### config.mk
export PLATFORM = sky130hd
export DESIGN_NAME = mbcrc_engine
export DESIGN_NICKNAME = d
export VERILOG_FILES = /design/src/shared/mbcrc_pkg.sv /design/src/shared/mbcrc_step_if.sv /design/src/design/mbcrc_engine.sv /design/src/design/mbcrc_step.sv
export VERILOG_INCLUDE_DIRS = /design/src /design/src/shared
export SDC_FILE = /design/constraint.sdc
export NUM_CORES = 1
export LEC_CHECK = 0
export ABC_AREA = 0
export ABC_CLOCK_PERIOD_IN_PS = 2200
export BUFFER_PORTS_ARGS = -buffer_cell sky130_fd_sc_hd__buf_2
export CAP_MARGIN = 20
export CORE_UTILIZATION = 25
export CTS_CLUSTER_DIAMETER = 100
export DETAILED_ROUTE_END_ITERATION = 8
export PLACE_DENSITY = 0.57
export SETUP_SLACK_MARGIN = 0.5
export SLEW_MARGIN = 10
export SYNTH_ARGS = -nofsm -noshare
export SYNTH_HDL_FRONTEND = slang
export SYNTH_SLANG_ARGS = --single-unit
### constraint.sdc
create_clock -name clk -period 2.2 [get_ports clk]
set_input_delay 0.11 -clock clk [delete_from_list [all_inputs] [get_ports clk]]
set_output_delay 0.11 -clock clk [all_outputs]
set_load 0.05 [all_outputs]
### src/shared/mbcrc_cfg.svh
// Constants of the check-code engine: polynomial, seed, widths, counts.
// Assumes inclusion by bare name; definitions only.
`ifndef MBCRC_CFG_SVH
`define MBCRC_CFG_SVH
// ----------------------------------------------------------------------
// Arithmetic
// ----------------------------------------------------------------------
`define MBCRC_POLY 16'ha001
`define MBCRC_SEED 16'hffff
`define MBCRC_SHIFTS 4'h8
// ----------------------------------------------------------------------
// Range and reset values
// ----------------------------------------------------------------------
`define MBCRC_POS_W 16
`define MBCRC_POS_RST 16'h0000
`define MBCRC_BYTE_RST 8'h00
`endif

### src/shared/mbcrc_pkg.sv
// Types shared by the check-code engine and its shift stage.
// Assumes the cfg header is on the include path.
`include "mbcrc_cfg.svh"
package mbcrc_pkg;
  typedef logic [15:0] mbcrc_word_t;
  typedef logic [7:0] mbcrc_byte_t;
  typedef logic [`MBCRC_POS_W-1:0] mbcrc_pos_t;
  typedef enum logic [1:0] {MBCRC_FRAME_RTU, MBCRC_FRAME_ASCII, MBCRC_FRAME_OTHER} mbcrc_frame_t;
  typedef enum {MBCRC_IDLE, MBCRC_SHIFT, MBCRC_CHK_LO, MBCRC_CHK_HI} mbcrc_state_t;
endpackage

### src/shared/mbcrc_step_if.sv
// Carrier between the engine and its one-bit shift stage.
// Assumes a single clock domain; purely combinational signals.
`timescale 1ns/1ps
interface mbcrc_step_if;
  import mbcrc_pkg::*;
  mbcrc_word_t acc_in;
  mbcrc_word_t acc_out;
  modport eng (output acc_in, input acc_out);
  modport stage (input acc_in, output acc_out);
endinterface

### src/design/mbcrc_engine.sv
// Check-code engine for RTU frames: accumulate, emit and compare.
// Assumes a framer or parser giving one byte per valid with positions.
//
// Behaviour
// [RULE_01] Check value is always two bytes, sixteen bits.
// [RULE_02] Check applied only in RTU framing mode.
// [RULE_03] Range consumed one byte at a time in packet order.
// [RULE_04] Accumulator seeded all ones before first byte.
// [RULE_05] Byte xored into low eight accumulator bits.
// [RULE_06] Shift right; xor polynomial a001 when bit out was one.
// [RULE_07] Exactly eight conditional shifts per byte.
// [RULE_08] After all bytes, accumulator is the check value.
// [RULE_09] Low byte of check value first, high byte second.
// [RULE_10] Covered range selected by start and end positions.
// [RULE_11] Unchecked receive elements accepted without comparison.
// [RULE_12] Receive mismatch flags error; accumulator cleared per packet.
`timescale 1ns/1ps
`include "mbcrc_cfg.svh"
module mbcrc_engine (
  // Clock and reset
  input wire logic clk,
  input wire logic resetn,
  // Configuration
  input wire mbcrc_pkg::mbcrc_frame_t frame_mode,
  input wire mbcrc_pkg::mbcrc_pos_t range_start,
  input wire mbcrc_pkg::mbcrc_pos_t range_end,
  // Byte stream
  input wire logic pkt_start,
  input wire logic byte_valid,
  input wire mbcrc_pkg::mbcrc_byte_t byte_data,
  input wire mbcrc_pkg::mbcrc_pos_t byte_pos,
  input wire logic byte_unchecked,
  input wire logic range_done,
  output logic byte_ready,
  // Receive check bytes
  input wire logic chk_valid,
  input wire mbcrc_pkg::mbcrc_byte_t chk_byte,
  // Results
  output mbcrc_pkg::mbcrc_word_t crc_value,
  output logic crc_done,
  output mbcrc_pkg::mbcrc_byte_t tx_lo,
  output mbcrc_pkg::mbcrc_byte_t tx_hi,
  output logic chk_done,
  output logic chk_error
);
  import mbcrc_pkg::*;

  // ----------------------------------------------------------------------
  // State
  // ----------------------------------------------------------------------
  mbcrc_state_t state_r, state_nxt;
  mbcrc_word_t acc_r, acc_nxt;
  logic [3:0] shift_cnt_r, shift_cnt_nxt;
  mbcrc_byte_t rx_lo_r, rx_lo_nxt;
  logic byte_ready_r;
  mbcrc_word_t crc_value_r;
  logic crc_done_r, chk_done_r, chk_error_r;
  logic range_done_pend_r, range_done_pend_nxt;

  mbcrc_step_if st ();
  mbcrc_step u_step (
    .st(st)
  );

  // ----------------------------------------------------------------------
  // Decode
  // ----------------------------------------------------------------------
  wire rtu_mode = (frame_mode == MBCRC_FRAME_RTU); // see [RULE_02]
  // Range check by position; the end may sit short of the last element
  wire in_range = (byte_pos >= range_start) && (byte_pos <= range_end); // see [RULE_10]
  // Unchecked elements take any contents and leave the sum alone
  wire take_byte = (state_r == MBCRC_IDLE) && byte_valid && rtu_mode
                   && in_range && !byte_unchecked; // see [RULE_11]
  wire shifting = (state_r == MBCRC_SHIFT);
  wire last_shift = shifting && (shift_cnt_r == (`MBCRC_SHIFTS - 4'h1)); // see [RULE_07]
  wire [15:0] merged = {acc_r[15:8], acc_r[7:0] ^ byte_data}; // see [RULE_05]
  // A range end seen mid-shift waits here until the byte is done
  wire done_pend = range_done_pend_r | (range_done & rtu_mode);
  wire finish_now = done_pend && (state_nxt == MBCRC_IDLE) && !pkt_start;
  // Pending end clears once it finishes or a new packet starts
  assign range_done_pend_nxt = done_pend && !finish_now && !pkt_start;

  assign st.acc_in = acc_r;

  // ----------------------------------------------------------------------
  // Next state
  // ----------------------------------------------------------------------
  always_comb begin
    state_nxt = state_r;
    acc_nxt = acc_r;
    shift_cnt_nxt = shift_cnt_r;
    rx_lo_nxt = rx_lo_r;
    case (state_r)
      MBCRC_IDLE: begin
        if (take_byte) begin
          acc_nxt = merged; // see [RULE_03]
          shift_cnt_nxt = 4'h0;
          state_nxt = MBCRC_SHIFT;
        end else if (chk_valid && rtu_mode) begin
          rx_lo_nxt = chk_byte; // see [RULE_09]
          state_nxt = MBCRC_CHK_HI;
        end
      end
      MBCRC_SHIFT: begin
        acc_nxt = st.acc_out; // see [RULE_06]
        shift_cnt_nxt = shift_cnt_r + 4'h1;
        if (last_shift) begin
          state_nxt = MBCRC_IDLE; // see [RULE_08]
        end
      end
      MBCRC_CHK_HI: begin
        if (chk_valid) begin
          state_nxt = MBCRC_IDLE;
        end
      end
      MBCRC_CHK_LO: begin
        state_nxt = MBCRC_IDLE;
      end
      default: begin
        state_nxt = MBCRC_IDLE;
      end
    endcase
    // New packet wins over everything and reseeds
    if (pkt_start) begin
      acc_nxt = `MBCRC_SEED; // see [RULE_04] [RULE_12]
      shift_cnt_nxt = 4'h0;
      state_nxt = MBCRC_IDLE;
    end
  end

  wire chk_hi_take = (state_r == MBCRC_CHK_HI) && chk_valid && !pkt_start;
  // Compare in low-then-high order against the finished value
  wire chk_mismatch = ({chk_byte, rx_lo_r} != crc_value_r); // see [RULE_12]

  // ----------------------------------------------------------------------
  // Registers
  // ----------------------------------------------------------------------
  always_ff @(posedge clk or negedge resetn) begin
    if (!resetn) begin
      state_r <= MBCRC_IDLE;
      acc_r <= `MBCRC_SEED; // see [RULE_04]
      shift_cnt_r <= 4'h0;
      rx_lo_r <= `MBCRC_BYTE_RST;
      range_done_pend_r <= 1'b0;
    end else begin
      state_r <= state_nxt;
      acc_r <= acc_nxt;
      shift_cnt_r <= shift_cnt_nxt;
      rx_lo_r <= rx_lo_nxt;
      range_done_pend_r <= range_done_pend_nxt;
    end
  end

  always_ff @(posedge clk or negedge resetn) begin
    if (!resetn) begin
      crc_value_r <= `MBCRC_SEED;
      crc_done_r <= 1'b0;
    end else begin
      crc_done_r <= finish_now;
      if (pkt_start) begin
        crc_value_r <= `MBCRC_SEED;
      end else if (finish_now) begin
        crc_value_r <= acc_nxt; // see [RULE_01] [RULE_08]
      end
    end
  end

  always_ff @(posedge clk or negedge resetn) begin
    if (!resetn) begin
      chk_done_r <= 1'b0;
      chk_error_r <= 1'b0;
    end else begin
      chk_done_r <= chk_hi_take;
      if (pkt_start) begin
        chk_error_r <= 1'b0;
      end else if (chk_hi_take) begin
        chk_error_r <= chk_mismatch; // see [RULE_12]
      end
    end
  end

  // Ready only when idle, so a byte is never merged mid-shift
  always_ff @(posedge clk or negedge resetn) begin
    if (!resetn) begin
      byte_ready_r <= 1'b0;
    end else begin
      byte_ready_r <= (state_nxt == MBCRC_IDLE); // see [RULE_07]
    end
  end

  // ----------------------------------------------------------------------
  // Outputs
  // ----------------------------------------------------------------------
  assign byte_ready = byte_ready_r;
  assign crc_value = crc_value_r;
  assign crc_done = crc_done_r;
  assign tx_lo = crc_value_r[7:0]; // see [RULE_09]
  assign tx_hi = crc_value_r[15:8]; // see [RULE_09]
  assign chk_done = chk_done_r;
  assign chk_error = chk_error_r;

  // ----------------------------------------------------------------------
  // Checks
  // ----------------------------------------------------------------------
  logic [3:0] run_cnt_r;
  always_ff @(posedge clk or negedge resetn) begin
    if (!resetn) begin
      run_cnt_r <= 4'h0;
    end else if (shifting && !pkt_start) begin
      run_cnt_r <= run_cnt_r + 4'h1;
    end else begin
      run_cnt_r <= 4'h0;
    end
  end

  // ----------------------------------------------------------------------
  // Assertions
  // ----------------------------------------------------------------------
  AST_SEED_ON_START: assert property (@(posedge clk) disable iff (!resetn) // see [RULE_04]
    pkt_start |=> (acc_r == `MBCRC_SEED))
    else $error("accumulator not seeded at packet start");
  AST_MERGE_LOW: assert property (@(posedge clk) disable iff (!resetn) // see [RULE_05]
    take_byte && !pkt_start |=> (acc_r == {$past(acc_r[15:8]), $past(acc_r[7:0] ^ byte_data)}))
    else $error("byte not merged into low half");
  AST_STEP_POLY: assert property (@(posedge clk) disable iff (!resetn) // see [RULE_06]
    shifting && !pkt_start && acc_r[0] |=> (acc_r == (($past(acc_r) >> 1) ^ `MBCRC_POLY)))
    else $error("polynomial step wrong");
  AST_EIGHT_SHIFTS: assert property (@(posedge clk) disable iff (!resetn) // see [RULE_07]
    take_byte && !pkt_start |=> shifting [*8] ##1 (state_r == MBCRC_IDLE))
    else $error("byte did not take eight shifts");
  AST_RUN_BOUND: assert property (@(posedge clk) disable iff (!resetn) // see [RULE_07]
    run_cnt_r <= 4'h8)
    else $error("shift run too long");
  AST_NOT_RTU: assert property (@(posedge clk) disable iff (!resetn) // see [RULE_02]
    !rtu_mode && (state_r == MBCRC_IDLE) && !pkt_start |=> (state_r == MBCRC_IDLE))
    else $error("engine ran outside rtu mode");
  AST_UNCHECKED: assert property (@(posedge clk) disable iff (!resetn) // see [RULE_11]
    (state_r == MBCRC_IDLE) && byte_valid && byte_unchecked && !chk_valid && !pkt_start
    |=> $stable(acc_r))
    else $error("unchecked element changed the sum");
  AST_OUT_RANGE: assert property (@(posedge clk) disable iff (!resetn) // see [RULE_10]
    (state_r == MBCRC_IDLE) && byte_valid && !in_range && !chk_valid && !pkt_start
    |=> $stable(acc_r))
    else $error("byte outside range changed the sum");
  AST_TX_ORDER: assert property (@(posedge clk) disable iff (!resetn) // see [RULE_09]
    crc_done |-> ({tx_hi, tx_lo} == crc_value))
    else $error("check bytes out of order");
  AST_CHK_ERR: assert property (@(posedge clk) disable iff (!resetn) // see [RULE_12]
    chk_hi_take |=> chk_done && (chk_error == ({$past(chk_byte), $past(rx_lo_r)}
                                               != $past(crc_value_r))))
    else $error("check error flag wrong");
  AST_STEP_PLAIN: assert property (@(posedge clk) disable iff (!resetn) // see [RULE_06]
    shifting && !pkt_start && !acc_r[0] |=> (acc_r == ($past(acc_r) >> 1)))
    else $error("plain shift step wrong");
  AST_CNT_ZERO: assert property (@(posedge clk) disable iff (!resetn) // see [RULE_07]
    take_byte && !pkt_start |=> (shift_cnt_r == 4'h0))
    else $error("shift count not restarted");
  AST_READY_LOW: assert property (@(posedge clk) disable iff (!resetn) // see [RULE_07]
    shifting |-> !byte_ready)
    else $error("ready raised during shifts");
  AST_TAKE_READY: assert property (@(posedge clk) disable iff (!resetn) // see [RULE_03]
    take_byte |-> byte_ready)
    else $error("byte taken without ready");
  AST_SEED_KEEP: assert property (@(posedge clk) disable iff (!resetn) // see [RULE_02]
    !rtu_mode && (state_r == MBCRC_IDLE) && !pkt_start |=> $stable(acc_r))
    else $error("sum moved outside rtu mode");
  AST_DONE_VALUE: assert property (@(posedge clk) disable iff (!resetn) // see [RULE_08]
    finish_now
    |=> crc_done && (crc_value == $past(acc_nxt)))
    else $error("finished value not the accumulator");
  AST_DONE_IDLE: assert property (@(posedge clk) disable iff (!resetn) // see [RULE_08]
    crc_done |-> (state_r == MBCRC_IDLE))
    else $error("done while still shifting");
  AST_LATE_DONE: assert property (@(posedge clk) disable iff (!resetn) // see [RULE_08]
    shifting && range_done && rtu_mode && !pkt_start
    |-> ##[1:8] (crc_done || pkt_start))
    else $error("late range end never finished");
  AST_CRC_HOLD: assert property (@(posedge clk) disable iff (!resetn) // see [RULE_01]
    !finish_now && !pkt_start |=> $stable(crc_value))
    else $error("check value changed between finishes");
  AST_CHK_LOW: assert property (@(posedge clk) disable iff (!resetn) // see [RULE_09]
    (state_r == MBCRC_IDLE) && chk_valid && rtu_mode && !take_byte && !pkt_start
    |=> (state_r == MBCRC_CHK_HI) && (rx_lo_r == $past(chk_byte)))
    else $error("low check byte not held");
  AST_CHK_IDLE: assert property (@(posedge clk) disable iff (!resetn) // see [RULE_12]
    chk_done |-> (state_r == MBCRC_IDLE))
    else $error("compare left engine busy");
  AST_ERR_HOLD: assert property (@(posedge clk) disable iff (!resetn) // see [RULE_12]
    !chk_hi_take && !pkt_start |=> $stable(chk_error))
    else $error("error flag changed without compare");
  AST_PKT_CLEAR: assert property (@(posedge clk) disable iff (!resetn) // see [RULE_12]
    pkt_start |=> !chk_error && (crc_value == `MBCRC_SEED))
    else $error("packet start did not clear results");

  // ----------------------------------------------------------------------
  // Cover
  // ----------------------------------------------------------------------
  COV_LATE: cover property (@(posedge clk) disable iff (!resetn)
    shifting && range_done);
  COV_BYTE: cover property (@(posedge clk) disable iff (!resetn)
    take_byte ##9 take_byte);
  COV_DONE: cover property (@(posedge clk) disable iff (!resetn) crc_done);
  COV_ERR: cover property (@(posedge clk) disable iff (!resetn) chk_done && chk_error);
  COV_OK: cover property (@(posedge clk) disable iff (!resetn) chk_done && !chk_error);
endmodule // mbcrc_engine

### src/design/mbcrc_step.sv
// One conditional shift-and-xor step of the reflected register.
// Assumes the engine calls it once per clock.
`timescale 1ns/1ps
`include "mbcrc_cfg.svh"
module mbcrc_step (
  // Step carrier
  mbcrc_step_if.stage st
);
  import mbcrc_pkg::*;
  wire lsb_out = st.acc_in[0];
  wire [15:0] shifted = {1'b0, st.acc_in[15:1]};
  assign st.acc_out = lsb_out ? (shifted ^ `MBCRC_POLY) : shifted; // see [RULE_06]
endmodule // mbcrc_step

==> flow_metrics.py <==
metrics = {
    "worst_setup_path": {
        "crit_family": "simple AND/OR/NAND/NOR gates",
        "r2r_cells": 9,
        "cp.arrival_ns": 2.49,
        "path_buf_inv": 2,
        "critPathRequiredTime_ns": 2.42,
        "path_cells": "nor4_4 -> buf_4 -> nand4_1 -> nor3_4 -> nor3b_4 -> buf_6 -> nand4_1 -> xnor2_1 -> and3_1",
        "end_kind": "flop",
        "cpPeakStageDelay_ns": 0.39,
        "cp_slowest_cell": "dfrtp_1",
        "reg2reg_to": "shift_cnt_r[3]$_DFFE_PN0P_",
        "rrSetupSlack_ns": -0.07,
        "worstSetupPathType": "reg2reg",
        "critPathMostFrequentCell": "nand4_1",
        "cp_num_cells": 9,
        "cp-start-kind": "flop",
        "cp_max_fo": 6,
        "reg2reg_from": "state_r[25]$_DFF_PN0_",
    },
    "final_layout": {
        "antenna_cells": 0,
        "nets": 694,
        "fin_area_um2": 6290,
        "final_layout_size_suffix_gt1_frac": 0.460,
        "fin_util": 0.365,
        "syn_to_final_growth_pct": 42.8,
        "nFillCells": 1691,
    },
    "power_and_ir_drop": {
        "switchingPower_uw": 919,
        "ir_drop_v": 0.000349,
        "p_comb_frac": 0.148,
        "swShare": 0.260,
        "p_seq_frac": 0.445,
        "p_int_uw": 2620,
        "pwr-share-clk": 0.408,
        "leakagePower_uw": 0.00289,
        "power_density_nw_per_um2": 563,
    },
    "synthesis": {
        "synth_top_area_share": 0.278,
        "synthFlopType": "dfrtp_1",
        "ys_top_cells_by_area": "dfrtp_1 (28%), dfstp_2 (19%), ha_1 (9.4%), inv_1 (3.6%), xnor2_1 (3.6%)",
        "ys_ff_latch": 81,
        "yosysSeqAreaShare": 0.469,
        "syn_area_per_cell_um2": 10.6,
        "synth_edf_count": 0,
        "synthCells": 417,
        "yosys.cell_types.count": 55,
        "synthArstFlopShare": 1.00,
        "syn_area_um2": 4410,
        "yosys_warnings": 0,
        "synth_top_area_cell": "dfrtp_1",
    },
    "grt": {
        "track_usage": 0.132,
        "grt_overflow_total": 0,
        "grt_start_max_net_pins": 51,
        "grt_antenna_before_repair": 0,
        "grt_pass1_wl_um": 18700,
        "grt_pass1_vias": 3768,
    },
    "status": {
        "status": "complete, but fails checks",
        "violations": "setup timing",
    },
    "cts": {
        "htreeDepth": 3,
        "clk_latency_ns": 0.34,
        "cts_sinks": 81,
        "cts.path.max_buffers": 2,
        "cts_buffers": 9,
        "clockRootBuffer": "clkbuf_16",
        "clk_pin_slew_worst_paths_ns": 0.06,
        "cts_tree": "built",
    },
    "timing": {
        "fin_ws_ns": -0.0672,
        "setup_viol": 10,
        "worstMarginPinSlew_ns": 0.631,
        "fin_worst_skew_ns": 0.0111,
        "fmax_ghz": 0.441,
        "period_share": 1.03,
        "whs_ns": 0.0263,
        "rsz0062_at_grt": "yes",
        "post-route-min-period_ns": 2.27,
        "hold_viol_final": 0,
        "max_slew_margin": 0.580,
        "drv_slew": 0,
    },
    "drt": {
        "dr.first_iter.drc_count": 97,
        "totalWireLength_um": 11800,
        "drt_first_pass_iters": 4,
        "viasPerCell": 4.46,
        "num_vias": 3647,
        "wire_per_inst_um": 14.4,
        "drtAntennaViolNets": 0,
        "drc": 0,
    },
    "floorplan": {
        "die_area_um2": 18200,
        "die_h_um": 135,
        "coreArea_um2": 17200,
        "num_rows": 48,
        "die_width_um": 135,
        "ios": 109,
        "start_util": 0.256,
    },
    "run": {
        "drv_cap": 0,
    },
    "min_path": {
        "hp-class": "in2reg",
        "hold_start": "chk_byte[4]",
        "min_to": "rx_lo_r[4]$_DFFE_PN0P_",
        "hold_path_depth": 2,
    },
    "placement": {
        "postPlaceCellArea_um2": 5490,
        "hpwl_um": 8480,
        "gp_congestion": 0.803,
        "io_buffer_count": 108,
    },
}
==> per-layer routing <==
metal  GRT usage  share of wire
met1       0.163           0.42
met2       0.223           0.51
met3      0.0244          0.045
met4      0.0624          0.023
met5           0              0
==> layout by cell type (no fill, tap or decap), types with 4 or more instances in the layout <==
master / synthesis / final
and3_1: 6 / 5
o31a_1: 6 / 6
buf_2: 3 / 102
nor4_2: 3 / 4
dfstp_2: 32 / 32
clkbuf_16: 0 / 9
xnor2_1: 18 / 18
nand3_2: 0 / 4
dfrtp_1: 49 / 49
nand2_1: 33 / 29
mux2_4: 0 / 8
conb_1: 1 / 30
buf_6: 6 / 19
inv_1: 42 / 36
nand3_1: 11 / 7
a31oi_1: 6 / 5
buf_4: 16 / 35
a211oi_1: 9 / 5
a21oi_1: 29 / 23
ha_1: 33 / 28
a21o_1: 12 / 12
nor2_1: 18 / 18
nand3b_1: 4 / 4
inv_2: 0 / 4
nand2_2: 1 / 5
ha_4: 0 / 5
nand4_1: 13 / 13
o211ai_1: 10 / 10
a21oi_2: 1 / 5
==> kinds of logic (layout without fill, tap and decap cells) <==
family          count (synthesis)  count (layout)  share of synthesized area
buf+inv                        74             220                     0.0877
mux                             8               8                     0.0204
simple gates                  108             109                      0.139
fa+ha+maj                      33              33                     0.0937
flops                          81              81                      0.469
compound gates                 93              93                      0.152
other cells                     1              30                   0.000851
xor+xnor                       19              19                     0.0378
==> synthesized netlist by cell type (6+ instances only) <==
master,count
a31oi_1,6
nand4_1,13
nand3_1,11
xnor2_1,18
buf_6,6
o211ai_1,10
a21oi_1,29
dfrtp_1,49
inv_1,42
and3_1,6
buf_4,16
clkbuf_1,7
ha_1,33
dfstp_2,32
mux2_2,8
a21o_1,12
o31a_1,6
a211oi_1,9
nor2_1,18
nand2_1,33
==> state kept, by name, summed over array words and instances, names as in the netlist <==
| signal | count |
|---|---|
| state_r | 32 |
| crc_value | 16 |
| chk_done | 1 |
| crc_done | 1 |
| chk_error | 1 |
| acc_r | 16 |
| rx_lo_r | 8 |
| shift_cnt_r | 4 |
| byte_ready | 1 |
| range_done_pend_r | 1 |
==> worst max path at each step <==
| stage | start | to | slack [ns] |
|---|---|---|---|
| 3_3_place_gp | range_end[11] | crc_value[0]$_DFFE_PN1P_ | -0.15 |
| 5_1_grt | state_r[25]$_DFF_PN0_ | shift_cnt_r[3]$_DFFE_PN0P_ | -0.20 |
| 4_1_cts | state_r[25]$_DFF_PN0_ | crc_value[1]$_DFFE_PN1P_ | -0.11 |
| 6_report | state_r[25]$_DFF_PN0_ | shift_cnt_r[3]$_DFFE_PN0P_ | -0.07 |
| 3_5_place_dp | range_start[5] | rx_lo_r[0]$_DFFE_PN0P_ | -0.21 |
| 2_1_floorplan | state_r[3]$_DFF_PN0_ | crc_value[0]$_DFFE_PN1P_ | 0.08 |
==> worst register-to-register path, cell delays in order (launching register included) <==
cell and delay (ns):
dfrtp_1 0.39, nor4_4 0.32, buf_4 0.15, nand4_1 0.13
nor3_4 0.23, nor3b_4 0.31, buf_6 0.19, nand4_1 0.11
xnor2_1 0.14, and3_1 0.16
==> power groups by stage <==
stage,combinational [uW],clock [uW],sequential [uW]
final,522,1440,1570
after global routing,581,1550,1580
after CTS,510,1470,1570
after detailed placement,493,0,1600
after global placement,484,0,1590
after floorplan,266,0,1630
==> layout make-up <==
type | instances | area, um2 | share of cell area
clock buffers | 10 | 229 | 0.0364
clock inverters | 6 | 58.8 | 0.00935
inverters | 42 | 168 | 0.0267
repair buffers | 162 | 1090 | 0.173
well taps | 225 | 282 | 0.0447
flip-flops and latches | 81 | 2070 | 0.329
multi-input cells | 292 | 2400 | 0.381
==> metrics by stage <==
step	TNS, ns	instances	power [uW]	setup slack, ns
after floorplan	0	446	1900	0.0832
after detailed placement	-4.50	778	2090	-0.211
final	-0.281	818	3540	-0.0672
after global placement	-3.15	778	2080	-0.153
after global routing	-3.64	818	3710	-0.205
after CTS	-2.00	806	3560	-0.111
==> what timing repair did <==
action | in CTS | in global routing
buffers inserted | 9 | 11
hold buffers | 1 | 0
gates resized for setup | 25 | 43
pin swaps | 19 | 20
setup endpoints to repair | 51 | 51
gates cloned | 2 | 1
hold endpoints to repair | 36 | 0
Power figures use the tool's default switching activity.
